**config.mk**
```make
export PLATFORM = sky130hd
export DESIGN_NAME = sswc_slave
export DESIGN_NICKNAME = d
export VERILOG_FILES = /design/src/rtl/sswc_pkg.sv /design/src/rtl/sswc_slave.sv /design/src/rtl/sswc_sync.sv
export SDC_FILE = /design/constraint.sdc
export NUM_CORES = 1
export LEC_CHECK = 0
export BUFFER_PORTS_ARGS = -buffer_cell sky130_fd_sc_hd__buf_2
export CAP_MARGIN = 20
export CORE_MARGIN = 4
export CORE_UTILIZATION = 50
export DETAILED_ROUTE_END_ITERATION = 16
export GPL_ROUTABILITY_DRIVEN = 0
export PLACE_DENSITY = 0.74
export RECOVER_POWER = 100
export SLEW_MARGIN = 30
export SYNTH_ARGS = -nofsm -noshare
export SYNTH_HDL_FRONTEND = slang
export SYNTH_SLANG_ARGS = --single-unit
```
**constraint.sdc**
```tcl
create_clock -name clk -period 2.6 [get_ports clk]
set_clock_uncertainty 0.2 [all_clocks]
set_input_delay 0.52 -clock clk [delete_from_list [all_inputs] [get_ports clk]]
set_output_delay 0.52 -clock clk [all_outputs]
set_load 0.02 [all_outputs]
```
**src/rtl/sswc_pkg.sv**
```systemverilog
// Constants and types shared by the slave write command decoder
`default_nettype none

package sswc_pkg;

  // Receive address after reset, 7 bits; the write address byte is 88h
  localparam logic [6:0] SSWC_RCV_ADDR_RESET = 7'h44;

  // Slave write register indices selected by the command byte
  localparam logic [7:0] SSWC_IDX_COMMAND  = 8'h00;
  localparam logic [7:0] SSWC_IDX_MSG_BYTE0 = 8'h04;
  localparam logic [7:0] SSWC_IDX_MSG_BYTE1 = 8'h05;

  // Command types written into the command register
  localparam logic [7:0] SSWC_CMD_WAKE_SMI    = 8'h01;
  localparam logic [7:0] SSWC_CMD_POWERDOWN   = 8'h02;
  localparam logic [7:0] SSWC_CMD_RESET_WARM  = 8'h03;
  localparam logic [7:0] SSWC_CMD_RESET_COLD  = 8'h04;
  localparam logic [7:0] SSWC_CMD_MSG_DISABLE = 8'h05;
  localparam logic [7:0] SSWC_CMD_WATCHDOG_RELOAD_COMMAND   = 8'h06;
  localparam logic [7:0] SSWC_CMD_LINK_SMI    = 8'h08;

  // System power state encoding on the sleep_state input
  localparam logic [2:0] SSWC_STATE_S0 = 3'h0;
  localparam logic [2:0] SSWC_STATE_S3 = 3'h3;
  localparam logic [2:0] SSWC_STATE_S4 = 3'h4;
  localparam logic [2:0] SSWC_STATE_S5 = 3'h5;

  // Reset control bits 3:1 driven with a hard reset request
  localparam logic [2:0] SSWC_RST_NO_CYCLE = 3'h3;
  localparam logic [2:0] SSWC_RST_CYCLE    = 3'h7;
  localparam logic [2:0] SSWC_RST_NONE     = 3'h0;

  // Bits in one byte on the wire, and reset values
  localparam logic [3:0] SSWC_BITS_PER_BYTE = 4'h8;
  localparam logic [3:0] SSWC_BIT_CNT_RESET = 4'h0;
  localparam logic [7:0] SSWC_BYTE_RESET    = 8'h00;

  // Bus engine states, Gray coded along idle-addr-ack-cmd-ack-data-ack
  typedef enum logic [2:0] {
    SSWC_IDLE      = 3'b000,
    SSWC_ADDR      = 3'b001,
    SSWC_ADDR_ACK  = 3'b011,
    SSWC_CMD       = 3'b010,
    SSWC_CMD_ACK   = 3'b110,
    SSWC_DATA      = 3'b111,
    SSWC_DATA_ACK  = 3'b101,
    SSWC_SKIP      = 3'b100
  } sswc_state_t;

endpackage : sswc_pkg

`default_nettype wire

```
**src/rtl/sswc_slave.sv**
```systemverilog
// Slave byte write decoder and command actions on the management bus
// Functional notes
// - Byte write: command byte selects, data stored
// - Index 0 is the command register
// - New message byte overwrites old unconditionally
// - Type 1 wakes asleep, else raises SMI
// - Type 1 always sets bus wake status
// - Type 2 sets override flag, powers down
// - Type 3 hard reset, control bits 011
// - Type 3 only in S0, else dropped
// - Type 4 hard reset, control bits 111
// - Type 4 sleep rules on management, graceful entry
// - Type 5 stops messages until resume reset
// - Type 6 reloads the watchdog
// - Type 8 in S0 sets link status
// - Type 8 in sleep acked, status unchanged
// - Link SMI pending until return to S0
// - Programmable 7-bit address, default 44h
// - No packet error code byte handling
// - Slave SMI reported in status bit 16
`default_nettype none

module sswc_slave
  import sswc_pkg::*;
(
  input  wire logic       clk,
  input  wire logic       resetn,
  input  wire logic       scl_in,
  input  wire logic       sda_in,
  output var  logic       sda_out,
  output var  logic       sda_oe_n,
  input  wire logic [6:0] receive_slave_address,
  input  wire logic [2:0] sleep_state,
  input  wire logic       mgmt_powered,
  input  wire logic       graceful_sleep_entry,
  input  wire logic       resume_well_reset_n,
  input  wire logic       bus_wake_status_clear,
  input  wire logic       power_button_override_status_clear,
  input  wire logic       link_slave_interrupt_status_clear,
  input  wire logic       smi_status_bit16_clear,
  output var  logic [7:0] slave_message_byte0,
  output var  logic [7:0] slave_message_byte1,
  output var  logic       wake_request,
  output var  logic       system_mgmt_interrupt_n,
  output var  logic       bus_wake_status,
  output var  logic       power_button_override_status,
  output var  logic       powerdown_request,
  output var  logic       hard_reset_request,
  output var  logic [2:0] reset_control,
  output var  logic       message_reporting_disabled,
  output var  logic       watchdog_reload_command,
  output var  logic       link_slave_interrupt_status,
  output var  logic       smi_status_bit16
);

  // True when the system is in the working state
  function automatic logic in_working(input logic [2:0] s);
    in_working = (s == SSWC_STATE_S0);
  endfunction

  logic        scl_lvl;               // Synchronised clock level
  logic        scl_rise;              // Clock rising, sample data
  logic        scl_fall;              // Clock falling, change data
  logic        sda_lvl;               // Synchronised data level
  logic        sda_rise;              // Data rising
  logic        sda_fall;              // Data falling
  logic        rsm_lvl;               // Synchronised resume-well reset
  sswc_state_t state;                 // Bus engine state
  logic [3:0]  bit_cnt;               // Bits taken in the current byte
  logic [7:0]  shift;                 // Incoming byte
  logic [7:0]  cmd_index;             // Register selected by command byte
  logic        write_strobe;          // One cycle: data byte complete
  logic [7:0]  write_index;           // Index captured with the strobe
  logic [7:0]  write_data;            // Data captured with the strobe
  logic        cmd_exec;              // Command register was written
  logic        link_smi_pending;      // Link SMI waiting for S0
  logic        start_cond;            // Data falls while clock high
  logic        stop_cond;             // Data rises while clock high
  logic        addr_match;            // Address byte is our write address

  // Line synchronisers; both bus lines idle high
  sswc_sync #(.RESET_VAL(1'b1)) u_scl (
    .clk      (clk),
    .resetn   (resetn),
    .async_in (scl_in),
    .level    (scl_lvl),
    .rise     (scl_rise),
    .fall     (scl_fall)
  );

  sswc_sync #(.RESET_VAL(1'b1)) u_sda (
    .clk      (clk),
    .resetn   (resetn),
    .async_in (sda_in),
    .level    (sda_lvl),
    .rise     (sda_rise),
    .fall     (sda_fall)
  );

  // Resume-well reset is a pin from another well, so it is synchronised
  sswc_sync #(.RESET_VAL(1'b0)) u_rsm (
    .clk      (clk),
    .resetn   (resetn),
    .async_in (resume_well_reset_n),
    .level    (rsm_lvl),
    .rise     (),
    .fall     ()
  );

  // Start and stop are data edges while the clock stays high
  assign start_cond = sda_fall & scl_lvl;
  assign stop_cond  = sda_rise & scl_lvl;

  // address match
  // Only the write direction is claimed; reads are not decoded here
  assign addr_match = (shift == {receive_slave_address, 1'b0});

  assign cmd_exec = write_strobe & (write_index == SSWC_IDX_COMMAND);

  // Bus engine: bit shifting, acknowledge and byte sequencing
  always_ff @(posedge clk or negedge resetn) begin
    if (!resetn) begin
      state        <= SSWC_IDLE;
      bit_cnt      <= SSWC_BIT_CNT_RESET;
      shift        <= SSWC_BYTE_RESET;
      cmd_index    <= SSWC_BYTE_RESET;
      sda_oe_n     <= 1'b1;
      sda_out      <= 1'b0;
      write_strobe <= 1'b0;
      write_index  <= SSWC_BYTE_RESET;
      write_data   <= SSWC_BYTE_RESET;
    end else begin
      // Open drain: the output level is always low, only the enable moves
      sda_out      <= 1'b0;
      write_strobe <= 1'b0;
      if (start_cond) begin
        // Start or repeated start restarts the address phase
        state    <= SSWC_ADDR;
        bit_cnt  <= SSWC_BIT_CNT_RESET;
        sda_oe_n <= 1'b1;
      end else if (stop_cond) begin
        // Stop ends any transfer and frees the line
        state    <= SSWC_IDLE;
        bit_cnt  <= SSWC_BIT_CNT_RESET;
        sda_oe_n <= 1'b1;
      end else begin
        case (state)
          SSWC_ADDR, SSWC_CMD, SSWC_DATA: begin
            // Sample on the rising clock, most significant bit first
            if (scl_rise && bit_cnt != SSWC_BITS_PER_BYTE) begin
              shift   <= {shift[6:0], sda_lvl};
              bit_cnt <= bit_cnt + 4'h1;
            end else if (scl_fall && bit_cnt == SSWC_BITS_PER_BYTE) begin
              bit_cnt <= SSWC_BIT_CNT_RESET;
              if (state == SSWC_ADDR) begin
                // Foreign address: stay off the line until stop or a new start
                state    <= addr_match ? SSWC_ADDR_ACK : SSWC_SKIP;
                sda_oe_n <= ~addr_match;
              end else if (state == SSWC_CMD) begin
                cmd_index <= shift;
                state     <= SSWC_CMD_ACK;
                sda_oe_n  <= 1'b0;
              end else begin
                write_strobe <= 1'b1;
                write_index  <= cmd_index;
                write_data   <= shift;
                state        <= SSWC_DATA_ACK;
                sda_oe_n     <= 1'b0;
              end
            end
          end
          SSWC_ADDR_ACK: begin
            // Release after the acknowledge clock falls
            if (scl_fall) begin
              sda_oe_n <= 1'b1;
              state    <= SSWC_CMD;
            end
          end
          SSWC_CMD_ACK: begin
            if (scl_fall) begin
              sda_oe_n <= 1'b1;
              state    <= SSWC_DATA;
            end
          end
          SSWC_DATA_ACK: begin
            // no error code byte
            // Anything past the data byte is not acked, as no check exists
            if (scl_fall) begin
              sda_oe_n <= 1'b1;
              state    <= SSWC_SKIP;
            end
          end
          SSWC_SKIP: begin
            sda_oe_n <= 1'b1;
          end
          SSWC_IDLE: begin
            sda_oe_n <= 1'b1;
          end
          default: begin
            state    <= SSWC_IDLE;
            sda_oe_n <= 1'b1;
          end
        endcase
      end
    end
  end

  // Message bytes; a write racing a processor read is not guarded
  always_ff @(posedge clk or negedge resetn) begin
    if (!resetn) begin
      slave_message_byte0 <= SSWC_BYTE_RESET;
      slave_message_byte1 <= SSWC_BYTE_RESET;
    end else if (write_strobe) begin
      if (write_index == SSWC_IDX_MSG_BYTE0) begin
        slave_message_byte0 <= write_data;
      end
      if (write_index == SSWC_IDX_MSG_BYTE1) begin
        slave_message_byte1 <= write_data;
      end
    end
  end

  // One-cycle action pulses decoded from the command register
  always_ff @(posedge clk or negedge resetn) begin
    if (!resetn) begin
      wake_request            <= 1'b0;
      powerdown_request       <= 1'b0;
      hard_reset_request      <= 1'b0;
      reset_control           <= SSWC_RST_NONE;
      watchdog_reload_command <= 1'b0;
    end else begin
      wake_request            <= 1'b0;
      powerdown_request       <= 1'b0;
      hard_reset_request      <= 1'b0;
      reset_control           <= SSWC_RST_NONE;
      watchdog_reload_command <= 1'b0;
      if (cmd_exec) begin
        case (write_data)
          SSWC_CMD_WAKE_SMI: begin
            wake_request <= ~in_working(sleep_state);
          end
          SSWC_CMD_POWERDOWN: begin
            powerdown_request <= 1'b1;
          end
          SSWC_CMD_RESET_WARM: begin
            if (in_working(sleep_state)) begin
              hard_reset_request <= 1'b1;
              reset_control      <= SSWC_RST_NO_CYCLE;
            end
          end
          SSWC_CMD_RESET_COLD: begin
            if (in_working(sleep_state) || mgmt_powered ||
                graceful_sleep_entry) begin
              hard_reset_request <= 1'b1;
              reset_control      <= SSWC_RST_CYCLE;
            end
          end
          SSWC_CMD_WATCHDOG_RELOAD_COMMAND: begin
            watchdog_reload_command <= 1'b1;
          end
          default: begin
            // Reserved or handled by the flag processes below
          end
        endcase
      end
    end
  end

  // Bus wake status: set wins over a clear in the same cycle
  always_ff @(posedge clk or negedge resetn) begin
    if (!resetn) begin
      bus_wake_status <= 1'b0;
    end else if (cmd_exec && write_data == SSWC_CMD_WAKE_SMI) begin
      bus_wake_status <= 1'b1;
    end else if (bus_wake_status_clear) begin
      bus_wake_status <= 1'b0;
    end
  end

  // Power button override status, set wins over clear
  always_ff @(posedge clk or negedge resetn) begin
    if (!resetn) begin
      power_button_override_status <= 1'b0;
    end else if (cmd_exec && write_data == SSWC_CMD_POWERDOWN) begin
      power_button_override_status <= 1'b1;
    end else if (power_button_override_status_clear) begin
      power_button_override_status <= 1'b0;
    end
  end

  // Message reporting stays off until the resume well is reset
  always_ff @(posedge clk or negedge resetn) begin
    if (!resetn) begin
      message_reporting_disabled <= 1'b0;
    end else if (!rsm_lvl) begin
      message_reporting_disabled <= 1'b0;
    end else if (cmd_exec && write_data == SSWC_CMD_MSG_DISABLE) begin
      message_reporting_disabled <= 1'b1;
    end
  end

  // Link slave status: set only in S0, set wins over clear
  always_ff @(posedge clk or negedge resetn) begin
    if (!resetn) begin
      link_slave_interrupt_status <= 1'b0;
    end else if (cmd_exec && write_data == SSWC_CMD_LINK_SMI &&
                 in_working(sleep_state)) begin
      link_slave_interrupt_status <= 1'b1;
    end else if (link_slave_interrupt_status_clear) begin
      link_slave_interrupt_status <= 1'b0;
    end
  end

  // Pending link SMI; the state may leave S0 right after the flag sets
  always_ff @(posedge clk or negedge resetn) begin
    if (!resetn) begin
      link_smi_pending <= 1'b0;
    end else if (cmd_exec && write_data == SSWC_CMD_LINK_SMI &&
                 in_working(sleep_state)) begin
      link_smi_pending <= 1'b1;
    end else if (in_working(sleep_state)) begin
      link_smi_pending <= 1'b0;
    end
  end

  // SMI pulse, active low for one cycle, and status bit 16
  always_ff @(posedge clk or negedge resetn) begin
    if (!resetn) begin
      system_mgmt_interrupt_n <= 1'b1;
      smi_status_bit16        <= 1'b0;
    end else begin
      system_mgmt_interrupt_n <= 1'b1;
      if ((cmd_exec && write_data == SSWC_CMD_WAKE_SMI &&
           in_working(sleep_state)) ||
          (link_smi_pending && in_working(sleep_state))) begin
        system_mgmt_interrupt_n <= 1'b0;
        smi_status_bit16 <= 1'b1;
      end else if (smi_status_bit16_clear) begin
        smi_status_bit16 <= 1'b0;
      end
    end
  end

  // Checks on the decoded actions
  chk_wake_asleep: assert property (@(posedge clk) disable iff (!resetn)
    cmd_exec && write_data == SSWC_CMD_WAKE_SMI && !in_working(sleep_state)
    |=> wake_request && system_mgmt_interrupt_n)
    else $error("wake command in sleep did not wake");

  chk_smi_awake: assert property (@(posedge clk) disable iff (!resetn)
    cmd_exec && write_data == SSWC_CMD_WAKE_SMI && in_working(sleep_state)
    |=> !system_mgmt_interrupt_n && !wake_request ##1 smi_status_bit16)
    else $error("wake command in S0 did not raise SMI");

  chk_wake_status: assert property (@(posedge clk) disable iff (!resetn)
    cmd_exec && write_data == SSWC_CMD_WAKE_SMI |=> bus_wake_status)
    else $error("bus wake status not set");

  chk_powerdown: assert property (@(posedge clk) disable iff (!resetn)
    cmd_exec && write_data == SSWC_CMD_POWERDOWN
    |=> powerdown_request && power_button_override_status ##1
        !powerdown_request)
    else $error("powerdown not a single pulse with status");

  chk_warm_reset: assert property (@(posedge clk) disable iff (!resetn)
    cmd_exec && write_data == SSWC_CMD_RESET_WARM
    |=> hard_reset_request == in_working($past(sleep_state)) &&
        (!hard_reset_request || reset_control == SSWC_RST_NO_CYCLE))
    else $error("warm reset gating wrong");

  chk_cold_reset: assert property (@(posedge clk) disable iff (!resetn)
    cmd_exec && write_data == SSWC_CMD_RESET_COLD && !mgmt_powered &&
    !graceful_sleep_entry && !in_working(sleep_state) |=> !hard_reset_request)
    else $error("cold reset honoured after ungraceful sleep");

  chk_cold_bits: assert property (@(posedge clk) disable iff (!resetn)
    hard_reset_request |-> reset_control == SSWC_RST_CYCLE ||
    reset_control == SSWC_RST_NO_CYCLE)
    else $error("reset control bits malformed");

  chk_msg_disable: assert property (@(posedge clk) disable iff (!resetn)
    cmd_exec && write_data == SSWC_CMD_MSG_DISABLE && rsm_lvl
    |=> message_reporting_disabled)
    else $error("message reporting not disabled");

  chk_watchdog_reload_command: assert property (@(posedge clk) disable iff (!resetn)
    watchdog_reload_command |-> $past(cmd_exec) &&
    $past(write_data) == SSWC_CMD_WATCHDOG_RELOAD_COMMAND)
    else $error("watchdog reload without command");

  chk_link_sleep: assert property (@(posedge clk) disable iff (!resetn)
    cmd_exec && write_data == SSWC_CMD_LINK_SMI &&
    !in_working(sleep_state) && !link_slave_interrupt_status
    |=> !link_slave_interrupt_status)
    else $error("link status set during sleep");

  chk_msg_store: assert property (@(posedge clk) disable iff (!resetn)
    write_strobe && write_index == SSWC_IDX_MSG_BYTE0
    |=> slave_message_byte0 == $past(write_data))
    else $error("message byte 0 not overwritten");

  chk_reserved: assert property (@(posedge clk) disable iff (!resetn)
    write_strobe && write_index != SSWC_IDX_COMMAND &&
    write_index != SSWC_IDX_MSG_BYTE0 && write_index != SSWC_IDX_MSG_BYTE1
    |=> $stable(slave_message_byte0) && $stable(slave_message_byte1) &&
        !wake_request && !hard_reset_request)
    else $error("reserved index changed state");

endmodule // sswc_slave

`default_nettype wire

```
**src/rtl/sswc_sync.sv**
```systemverilog
// Two-flop synchroniser with registered edge detection
`default_nettype none

module sswc_sync #(
  parameter bit RESET_VAL = 1'b1      // Idle level of the line
) (
  input  wire logic clk,
  input  wire logic resetn,
  input  wire logic async_in,
  output var  logic level,
  output var  logic rise,
  output var  logic fall
);

  logic meta;                         // First stage, read by level only
  logic prev;                         // Last level, for edges

  // Capture chain; edges compare stage two with stage three
  always_ff @(posedge clk or negedge resetn) begin
    if (!resetn) begin
      meta  <= RESET_VAL;
      level <= RESET_VAL;
      prev  <= RESET_VAL;
    end else begin
      meta  <= async_in;
      level <= meta;
      prev  <= level;
    end
  end

  // Edge pulses come from flip-flops as well, one cycle late
  always_ff @(posedge clk or negedge resetn) begin
    if (!resetn) begin
      rise <= 1'b0;
      fall <= 1'b0;
    end else begin
      rise <= level & ~prev;
      fall <= ~level & prev;
    end
  end

endmodule // sswc_sync

`default_nettype wire

```
Word-level counts from Yosys, hierarchy flattened --
Index checks and enable logic that the tools add are counted.
Word-level totals: flip-flop bits (word level) 83, input port bits 21, output and inout port bits 31, word-level logic and storage cells 170
Cells by class: $add $sub $neg 1, eq/ne operators 26, mux-type cells 57, bitwise gates (word level) 18, reductions and logical operators 34
Operators by type and width (number):
- 8-bit by 3-bit equality test with 1-bit output, second input constant | 5
- 1-bit two-way mux | 35
- 3-bit two-way mux | 11
- 4-bit two-way mux | 5
- 8-bit by 2-bit equality test with 1-bit output, second input constant | 2
- 7-bit AND reduction | 2
- 3-bit equality test, second input constant | 4
- 4-bit by 3-bit != test with 1-bit output, second input constant | 3
- 4-bit != test, second input constant | 3
- 3-bit case mux with 4 select lines | 1
- 1-bit NOT | 11
- 2-bit nonzero test | 5
- 1-bit logical AND | 9
- 8-bit by 1-bit equality test with 1-bit output, second input constant | 1
- 8-bit by 4-bit equality test with 1-bit output, second input constant | 1
- 8-bit equality test | 1
- 8-bit zero test | 1
- 1-bit bitwise AND | 7
- 3-bit by 2-bit equality test with 1-bit output, second input constant | 2
- 3-bit zero test | 2
- 3-bit case mux with 2 select lines | 1
- 2-bit AND reduction | 3
- 6-bit AND reduction | 1
- 6-bit nonzero test | 1
- 15 further kinds | 19

Logic depth before layout (Yosys ltp) --
Gate-level depths: netlist (run 1).
word-level depth 8, depth in mapped cells 7, gate-level depth less buffers 7

By module --
Synthesis (run 1) repeated with hierarchy kept, for this count alone.
Second synthesis, totals: cell total of the unflattened synthesis 265, area, all modules 3489.6 µm²
By module, submodules not included:
- sswc_slave | times used 1, cells each 244, area each 3061.7 µm², sequential area each 1729.2 µm²
- sswc_sync (u_scl ...) | times used 2, cells each 7, area each 143.9 µm², sequential area each 128.9 µm²
- sswc_sync (u_rsm) | times used 1, cells each 7, area each 140.1 µm², sequential area each 125.1 µm²

Worst setup path after synthesis (run 1) --
OpenSTA, ideal clock, no wires.
path kind flip-flop to flip-flop, from register bit_cnt[0], to register write_data[7], library setup time 0.125 ns, arrival 2.139 ns, data required time 2.275 ns, slack 0.136 ns, stages on the path, launching flop included 7, buffers on the path 1, clock period less this slack 2.464 ns, cells stage by stage dfrtp_1 -> inv_1 -> ha_1 -> nand4b_1 -> nor3_1 -> clkbuf_1 -> mux2_2
Between the ends: longest elaborated chain between the ends 4, elaborated cells between the ends (all ways) 6, classes of those cells 2 x eq/ne; 1 x bitwise; 3 x reduce/logical
Ends and longest elaborated chain:
- from (decl) | RTL line sswc_slave.sv:69 | logic [3:0] bit_cnt;
- from (signal assigned) | RTL line sswc_slave.sv:152 | bit_cnt <= bit_cnt + 4'h1;
- 4-bit != test | RTL line sswc_slave.sv:150 | if (scl_rise && bit_cnt != SSWC_BITS_PER_BYTE) begin
- 1-bit logical AND | RTL line sswc_slave.sv:150
- 1-bit NOT (no line)
- 7-bit AND reduction (no line) *
- to (signal assigned) | RTL line sswc_slave.sv:166 | write_data <= shift;
- to (decl) | RTL line sswc_slave.sv:74 | logic [7:0] write_data;
Mark *: on every way between the ends. The rest lies on a longest branch, timed or not. A chain may end at the register's enable or synchronous reset.

Final worst setup path (run 1) --
from register write_data[4], to register smi_status_bit16
Between the ends: longest elaborated chain between the ends 5, elaborated cells between the ends (all ways) 6, classes of those cells 1 x eq/ne; 1 x mux; 4 x reduce/logical
Ends and longest elaborated chain:
- 8-bit by 1-bit equality test with 1-bit output * | RTL line sswc_slave.sv:333 | if ((cmd_exec && write_data == SSWC_CMD_WAKE_SMI &&
- 1-bit logical AND * (2 in series) | RTL line sswc_slave.sv:333
- 1-bit logical OR * | RTL line sswc_slave.sv:334 | in_working(sleep_state)) ||
- 1-bit two-way mux / 2-bit nonzero test (equally long branches)
- to (signal assigned) | RTL line sswc_slave.sv:330 | smi_status_bit16 <= 1'b0;
- to (signal assigned) | RTL line sswc_slave.sv:337 | smi_status_bit16 <= 1'b1;
- to (signal assigned) | RTL line sswc_slave.sv:339 | smi_status_bit16 <= 1'b0;
- to (decl) | RTL line sswc_slave.sv:53 | output var logic smi_status_bit16
Marked as above.

==> impl_results.md, run 1 <==
- Latest clock arrival within the worst-skew pair: 0.33 ns
- Max H-tree Level: 3
- DRC: 0
- Drt pass-1 iters: 4
- Antenna viol nets, final: 0
- Crit path max fanout: 4
- Commonest non-fill, non-tap cells in the layout: dfrtp_1, mux2_2, clkbuf_1, buf_2, nand2_1
- Syn Area/Cell: 13.1 µm²
- Initial DRC Count: 75
- Status: finished, final reports clean
- Psw: 0.841 mW
- Dpl cells: 380
- Worst slew pin tran: between 0.9 and 1 ns
- Vias/cell: 5.37
- Internal: about 2.1 mW
- Type of the worst min-delay path: primary input to register
- # nets final: 341
- Core area: between 6000 and 7000 µm²
- Power Total: 2.91 mW
- DPL Wire Length: 4440 µm
- Crit path kind: register to register
- Clk buf depth: 2
- Routed len/inst: 15.9 µm
- Total number of vias: 2137
- Clk pwr share: 0.308
- Maxcap violations: 0
- Number of CTS-inserted buffers: 9
- Final Routed Wirelength: 6340 µm
- Initial antenna violation count: 0
- Mapped cell area: 3380 µm²
- # IOs: 52
- Worst Path Arrival: between 2 and 3 ns
- Post-Syn Nets: 283
- First-pass GRT wire length: 11000 µm
- Element type at the critical path start: register
- Post-synth EDFFs: 0
- Syn Inst Count: 259
- Sequential fraction of the synthesis area: 0.602
- Worst Path Required: roughly 2.7 ns
- Final Hold Fails: 0
- Die extent in x: 90.3 µm
- IO Port Bufs: 50
- Most common cell after layout, fill and taps aside: dfrtp_1
- Ys flop type: dfrtp_1
- Clk pin slew, worst setup/hold paths: ~0.080 ns
- # setup viols final: 0
- Die Area: 8150 µm²
- CTS tree: built
- Row count: 29
- Final cell count without fillers: 398
- Grt ovf: 0
- Vias in the first global route: 2307
- #FFs+latches synth: 81
- Synth warnings: 0
- Post-layout instance area: ~3900 µm²
- Slew headroom: 0.351
- Area grow syn2layout: 14.8%
- Ant. Diodes: 0
- Sw Share: 0.289
- PD cells: 750 nW/µm²
- Final period utilization: 0.965
- RSZ-0062 raised after global routing: false
- Slew Limit Fails: 0
- Final core utilization: 0.602
- Gate power share: 0.163
- Netlist cell types: 46
- Clock root buffer: clkbuf_8
- Post-Place Cell Area: around 3700 µm²
- Starting Density: 0.524
- Seq pwr share: 0.529
- Ratio of cells with drive above 1 in the final layout: 0.305
- Largest net degree at the start of global routing: 42
- Peak Freq: 398 MHz
- Leakage: 1.86 nW
- Gr usage total: 0.165
- Final Critical Period: 2.51 ns
- Num Clock Sinks: 81
- Die height: around 90 µm
- Maximum VDD drop: 0.000447 V
- Worst setup EP type: register
- Setup tns final: 0 ns
- Ys async rst share: 1.00
cells in the mapped netlist, drive strengths merged (3+ instances only):
master,number,area share
xnor2,8,0.021
nor3,4,0.0059
dfrtp,73,0.54
mux2,48,0.16
clkbuf,4,0.0044
dfstp,8,0.062
inv,11,0.012
o21ai,10,0.016
or4,3,0.0089
nor2,11,0.012
nand4b,3,0.0078
nor4,3,0.0055
nor2b,6,0.011
buf,6,0.011
o21a,3,0.0067
a21oi,4,0.0059
nand2,12,0.013
nand3,5,0.0074
nand2b,4,0.0074
stage by stage:
step / hold WS (ns) / setup WS, ns
after floorplan: 0.0244 / 0.136
after global placement: 0.131 / 0.0783
after detailed placement: 0.136 / 0.0587
after CTS: 0.0693 / 0.0187
after global routing: 0.0535 / 0.0317
final: 0.0810 / 0.0898
path summary, 6_finish.rpt:
| check | startpoint | to | slack [ns] | depth (start not counted) |
|---|---|---|---|---|
| worst max-delay path | write_data[4]$_DFFE_PN0P_ | smi_status_bit16$_DFFE_PN0P_ | 0.09 | 5 |
| worst min-delay path | scl_in | u_scl.meta$_DFF_PN1_ | 0.08 | 1 |
| worst max register to register | write_data[4]$_DFFE_PN0P_ | smi_status_bit16$_DFFE_PN0P_ | 0.09 | 5 |
| worst min register to register | u_rsm.meta$_DFF_PN0_ | u_rsm.level$_DFF_PN0_ | 0.15 | 0 |
| max in group asynchronous | resetn | u_scl.meta$_DFF_PN1_ | 0.33 | 3 |
| min in group asynchronous | resetn | link_smi_pending$_DFFE_PN0P_ | 0.68 | 2 |
logic make-up after synthesis:
logic type	share of synthesized area
AOI/OAI and AO/OA	0.0673
DFF	0.602
and+or+nand+nor	0.100
xor gates and xnor gates	0.0259
buffers and inverters	0.0277
other	0.00111
muxes	0.163
adders and majority gates	0.0133
sequential cells by signal, indices dropped and copies added (netlist names), 3 cells and up:
signal and flops:
cmd_index 8, shift 8, slave_message_byte0 8, slave_message_byte1 8, write_data 8, write_index 8
bit_cnt 4, state 3
critical path: stages, from the launching register on:
cell	delay (ns)
dfrtp_1	0.41
or4_1	0.53
or4_4	0.58
or4_4	0.44
a21bo_1	0.19
o21ai_1	0.08
area by class of cell:
cell class                      count  area [µm²]
Sequential cell                    81        2040
Multi-Input combinational cell    157        1250
Fill cell                         537        2570
Clock inverter                      5        56.3
Tap cell                           77        96.3
Clock buffer                       10         138
Inverter                           11        41.3
Timing Repair Buffer               57         268
power groups by stage:
stage                     clock, mW  combinational (mW)  sequential, mW
after floorplan                   0               0.420            1.47
after global placement            0               0.468            1.56
after detailed placement          0               0.481            1.57
after CTS                     0.922               0.484            1.54
after global routing          0.978               0.539            1.56
final                         0.899               0.474            1.54
per-layer routing:
| metal | global-route usage | wire length [µm] | part of all wire | vias up |
|---|---|---|---|---|
| li1 | - | - | - | 1015 |
| met1 | 0.215 | 2880 | 0.45 | 1070 |
| met2 | 0.269 | 3190 | 0.50 | 46 |
| met3 | 0.0392 | 221 | 0.035 | 6 |
| met4 | 0.0638 | 45 | 0.0071 | 0 |
| met5 | 0 | 0 | 0 | - |
repair_timing:
action	4_1_cts	5_1_grt
buffers inserted	0	2
hold buffers	1	0
resized for setup	0	1
endpoints found under the hold margin	38	0
endpoints found under the setup margin	0	1
Note: power is estimated with default switching activity, not from simulation.
==> run 2: changes to the inputs <==
CORE_UTILIZATION = 51   (was 50)
PLACE_DENSITY = 0.75   (was 0.74)
SYNTH_HIERARCHICAL = 1   (was unset)
==> run 2 against run 1 <==
Net effect: combinational power down 16%; non-clock buffer count unchanged; worst setup slack worse by 0.017 ns; sequential share of layout area down 0.83 points; synthesized cell count up 0.39%; power up 3.0%; wire length down 8.0%; largest power group unchanged; highest routed layer unchanged.
==> impl_results.md, run 2 <==
- Clk pin slew, worst setup/hold paths: 0.08 ns (about the same)
- CTS tree: built
- Synth warnings: 6 (+6)
- Register-to-Register Path Depth: 5 (unchanged)
- Status: finished, final reports clean
- Max H-tree Level: 3 (unchanged)
- Gate power share: 0.133 (-0.030)
- Initial DRC Count: 67 (-11%)
- Num Clock Sinks: 81 (unchanged)
- Setup crit start: write_data[5]$_DFFE_PN0P_
- Clk buf depth: 2 (unchanged)
- # setup viols final: 0 (unchanged)
- Post-CTS Setup Inserts: 0 (unchanged)
- FF-to-FF Start: write_data[5]$_DFFE_PN0P_
- Slew Limit Fails: 0 (unchanged)
- Type of the worst min-delay path: primary input to register
- Worst setup EP type: register
- Starting Density: 0.529 (+0.00530)
- Internal: 2.22 mW (+7.0%)
- Mapped cell area: 3400 µm² (+0.44%)
- Element type at the critical path start: register
- Drt pass-1 iters: 4 (unchanged)
- Largest net degree at the start of global routing: 56 (+33%)
- DPL Wire Length: 4140 µm (-6.9%)
- Ratio of cells with drive above 1 in the final layout: 0.323 (+0.0177)
- PD cells: 760 nW/µm² (+1.4%)
- Worst Path Required: 2.68 ns (+0.02 ns)
- Antenna viol nets, final: 0 (unchanged)
- Hold-fix buffers, CTS: 0 (-1)
- Worst r2r dst: smi_status_bit16$_DFFE_PN0P_
- Most common cell after layout, fill and taps aside: dfrtp_1
- IO Port Bufs: 50 (unchanged)
- Maximum VDD drop: 0.000454 V (+1.7%)
- Final Routed Wirelength: 5830 µm (-8.0%)
- CTS resizes: 0 (unchanged)
- Syn Area/Cell: 13.1 µm² (about the same)
- Maxcap violations: 0 (unchanged)
- Row count: 29 (unchanged)
- Initial antenna violation count: 0 (unchanged)
- Clk pwr share: 0.370 (+0.062)
- Number of CTS-inserted buffers: 9 (unchanged)
- Final Hold Fails: 0 (unchanged)
- FILL cells: 544 (+1.3%)
- DRC: 0 (unchanged)
- Post-Syn Nets: 284 (+0.35%)
- Die height: 89.6 µm (-0.70%)
- Sw Share: 0.261 (-0.0275)
- Power Total: 3.00 mW (+3.0%)
- First-pass GRT wire length: 9750 µm (-11%)
- Ant. Diodes: 0 (unchanged)
- Die extent in x: 89.6 µm (-0.70%)
- Psw: 0.784 mW (-6.8%)
- Worst slew pin tran: 1.28 ns (+0.304 ns)
- # IOs: 52 (unchanged)
- Slew headroom: 0.148 (-0.203)
- RSZ-0062 raised after global routing: false
- Crit path max fanout: 4 (unchanged)
- Peak Freq: 396 MHz (-0.68%)
- Gr usage total: 0.161 (-0.00470)
- Seq pwr share: 0.497 (-0.032)
- Reg2reg setup slack: 0.07 ns (-0.02 ns)
- Routed len/inst: 14.6 µm (-8.3%)
- Leakage: 1.90 nW (+2.0%)
- Core area: 6420 µm² (-0.56%)
- Clock root buffer: clkbuf_8
- Commonest non-fill, non-tap cells in the layout: dfrtp_1, mux2_2, clkbuf_1, buf_2, o21ai_0
- # nets final: 341 (unchanged)
- Latest clock arrival within the worst-skew pair: 0.34 ns (about the same)
- Setup tns final: 0 ns (unchanged)
- Grt ovf: 0 (unchanged)
- Final period utilization: 0.972 (+0.00662)
- Final Critical Period: 2.53 ns (+0.0172 ns)
- Vias/cell: 5.38 (+0.26%)
- CP Capture Point: smi_status_bit16$_DFFE_PN0P_
- Vias in the first global route: 2078 (-9.9%)
- Area grow syn2layout: 16.2%
- Syn Inst Count: 260 (+0.39%)
- Crit path kind: register to register
- Die Area: 8040 µm² (-1.4%)
- Worst Path Arrival: 2.60 ns (+0.03 ns)
- Total number of vias: 2148 (+0.51%)
-- run 2: per-stage QoR --
stage          instances  hold WS [ns]  setup WS [ns]  area (µm²)   util
2_1_floorplan        260        0.0244          0.159        3400      -
3_3_place_gp         380         0.145         0.0763        3740  0.582
3_5_place_dp         380         0.148         0.0547        3740  0.582
4_1_cts              396        0.0213         0.0315        3990  0.621
5_1_grt              399        0.0589        0.00892        3950  0.615
6_report             399        0.0695         0.0726        3950  0.615
-- run 2: how the worst min path moves through the flow --
stage | startpoint | to | slack, ns | depth (start not counted)
after global placement | u_rsm/meta$_DFF_PN0_ | u_rsm/level$_DFF_PN0_ | 0.14 | 0
final | sda_in | u_sda/meta$_DFF_PN1_ | 0.07 | 1
after global routing | scl_in | u_scl/meta$_DFF_PN1_ | 0.06 | 1
after floorplan | resetn | bit_cnt[0]$_DFFE_PN0P_ | 0.02 | 0
after detailed placement | u_scl/meta$_DFF_PN1_ | u_scl/level$_DFF_PN1_ | 0.15 | 0
after CTS | resetn | u_rsm/meta$_DFF_PN0_ | 0.02 | 1
-- run 2: power groups by stage --
stage	registers (mW)	logic (mW)	clock network (mW)
floorplan	1.44	0.340	0
global placement	1.51	0.393	0
detailed placement	1.52	0.408	0
CTS	1.49	0.411	1.14
global route	1.51	0.454	1.19
finish	1.49	0.398	1.11
-- run 2: layout make-up --
| cell class | count | area, µm² | share of cell area |
|---|---|---|---|
| sequential | 81 | 2040 | 0.516 |
| multi-input combinational | 157 | 1270 | 0.321 |
| timing repair buffer | 57 | 256 | 0.0650 |
| clock buffer | 10 | 138 | 0.0349 |
| clock inverter | 6 | 114 | 0.0288 |
| tap | 77 | 96.3 | 0.0244 |
| inverter | 11 | 41.3 | 0.0105 |
-- run 2: per-layer routing --
metal,vias to the layer above,share of wire,track usage,routed length [µm]
met4,0,0.016,0.0771,95
met3,8,0.063,0.0338,368
met1,1045,0.47,0.212,2710
li1,1033,-,-,-
met2,62,0.45,0.254,2650
met5,-,0,0,0
-- run 2: worst max-delay path, cell delays in order (launching register included) --
cell and delay, ns:
dfrtp_1 0.40, or4_1 0.54, or4_4 0.57, or4_4 0.51, a21bo_1 0.20, o21ai_2 0.05
==> run 3: changes to the inputs <==
CORE_UTILIZATION = 45   (was 51)
PLACE_DENSITY = 0.68   (was 0.75)
==> run 3 against run 2 <==
Net effect: utilization down 7.6 points; first-iteration DRC count down 7.5%; via count down 0.28%; worst setup slack better by 0.017 ns; sequential share of layout area up 0.30 points; maximum frequency up 0.66%; count of clock-buffer cells in the layout up 1; combinational power up 2%; hold slack worse by 0.013 ns; critical endpoint unchanged.
==> impl_results.md, run 3 (synthesis gave the netlist of run 2 again) <==
- Status: finished, final reports clean
- Total number of vias: 2142 (-0.28%)
- Multi-input gate area: 1270 µm² (unchanged)
- FILL cells: 665 (+22%)
- RSZ-0062 raised after global routing: false
- Most Frequent Cell on Critical Path: or4_4
- Die extent in x: 94.9 µm (+5.9%)
- Vias in the first global route: 2125 (+2.3%)
- Leakage: 1.88 nW (-1.2%)
- First-pass GRT wire length: 10100 µm (+3.7%)
- Power Total: 2.75 mW (-8.3%)
- Most common cell after layout, fill and taps aside: dfrtp_1
- Slowest CP cell: or4_4
- # IOs: 52 (unchanged)
- Crit path max fanout: 5 (+1)
- Starting Density: 0.466 (-0.0631)
- DPL Wire Length: 4180 µm (+0.93%)
- DRC: 0 (unchanged)
- Initial DRC Count: 62 (-7.5%)
- Setup tns final: 0 ns (unchanged)
- Setup WS post-layout: 0.0892 ns (+0.0167 ns)
- Maximum VDD drop: 0.000356 V (-22%)
- Latest clock arrival within the worst-skew pair: 0.35 ns (about the same)
- Clock root buffer: clkbuf_8
- Element type at the critical path start: register
- Placement Setup Slack: 0.0838 ns (+0.0291 ns)
- # nets final: 342 (+0.29%)
- PD cells: 701 nW/µm² (-7.8%)
- Final period utilization: 0.966 (-0.00641)
- Type of the worst min-delay path: primary input to register
- Commonest non-fill, non-tap cells in the layout: dfrtp_1, mux2_2, clkbuf_1, buf_2, o21ai_0
- IO Port Bufs: 50 (unchanged)
- Crit path kind: register to register
- Final Hold Fails: 0 (unchanged)
- # setup viols final: 0 (unchanged)
- Vias/cell: 5.08 (-5.7%)
- Worst-path cell chain: or4_1 > or4_4 > or4_4 > a21bo_1 > o21ai_2
- Peak Freq: 398 MHz (+0.66%)
- Slew Limit Fails: 0 (unchanged)
- Die height: 94.9 µm (+5.9%)
- Worst slew pin tran: 1.05 ns (-0.225 ns)
- Routed len/inst: 14.1 µm (-3.6%)
- Ant. Diodes: 0 (unchanged)
- Clk pin slew, worst setup/hold paths: 0.08 ns (about the same)
- Grt ovf: 0 (unchanged)
- Final Critical Period: 2.51 ns (-0.0167 ns)
- Core area: 7290 µm² (+14%)
- Number of CTS-inserted buffers: 9 (unchanged)
- Worst Path Required: 2.69 ns (about the same)
- Row count: 31 (+6.9%)
- Ratio of cells with drive above 1 in the final layout: 0.322 (-0.00100)
- Drt pass-1 iters: 5 (+1)
- Register area: 2040 µm² (unchanged)
- Final Routed Wirelength: 5940 µm (+1.9%)
- Clk buf depth: 2 (unchanged)
- Largest net degree at the start of global routing: 46 (-18%)
- Worst Path Arrival: 2.60 ns (about the same)
- Initial antenna violation count: 0 (unchanged)
- Num Clock Sinks: 81 (unchanged)
- Gr usage total: 0.147 (-0.0138)
- Die Area: 9010 µm² (+12%)
- Area grow syn2layout: 15.5%
- CTS resizes: 0 (unchanged)
- Crit path largest cell delay: 0.58 ns (about the same)
- Antenna viol nets, final: 0 (unchanged)
- Max H-tree Level: 3 (unchanged)
- Maxcap violations: 0 (unchanged)
- Slew headroom: 0.298 (+0.150)
- Worst setup EP type: register
- CTS tree: built
==> run 3: where the power goes <==
group | internal, mW | switching (mW)
Clock | 0.402 | 0.453
Combinational | 0.204 | 0.201
Sequential | 1.35 | 0.142
Total | 1.96 | 0.796
==> run 3: worst paths after layout <==
path | from | depth (start not counted) | endpoint | slack [ns]
setup / recovery | write_data[4]$_DFFE_PN0P_ | 5 | smi_status_bit16$_DFFE_PN0P_ | 0.09
hold / removal | sda_in | 1 | u_sda/meta$_DFF_PN1_ | 0.06
setup reg to reg | write_data[4]$_DFFE_PN0P_ | 5 | smi_status_bit16$_DFFE_PN0P_ | 0.09
hold reg to reg | u_rsm/meta$_DFF_PN0_ | 0 | u_rsm/level$_DFF_PN0_ | 0.16
max in group asynchronous | resetn | 3 | u_scl/prev$_DFF_PN1_ | 0.36
min in group asynchronous | resetn | 2 | slave_message_byte1[1]$_DFFE_PN0P_ | 0.68
==> run 3: what timing repair did <==
action | in CTS | in global routing
setup buffers | 0 | 1
hold buffers | 1 | 0
setup endpoints to repair | 0 | 1
hold endpoints to repair | 42 | 0
==> run 3: layer usage <==
layer | vias to the layer above | share of wire | track usage
met5 | - | 0 | 0
met4 | 0 | 0.024 | 0.0769
met3 | 12 | 0.062 | 0.0446
met2 | 57 | 0.44 | 0.218
met1 | 1048 | 0.48 | 0.194
li1 | 1025 | - | -
==> run 3: area by class of cell <==
cell class | instances | share of cell area
Clock inverter | 5 | 0.00956
Inverter | 11 | 0.0105
Multi-Input combinational cell | 157 | 0.322
Timing Repair Buffer | 58 | 0.0685
Sequential cell | 81 | 0.519
Tap cell | 99 | 0.0315
Clock buffer | 11 | 0.0386
==> run 3: through the flow <==
step	instances	utilization	hold slack (ns)	cell area, µm²
6_report	422	0.538	0.0564	3930
3_5_place_dp	404	0.518	0.141	3780
2_1_floorplan	260	-	0.0244	3400
4_1_cts	421	0.545	0.0394	3980
5_1_grt	422	0.538	0.0392	3930
3_3_place_gp	404	0.518	0.138	3780
==> run 3: critical path: cells and delay by family, from the launching register on <==
family	cells	cell delay, ns
DFF	1	0.40
and+or+nand+nor	3	1.59
AOI/OAI and AO/OA	2	0.25
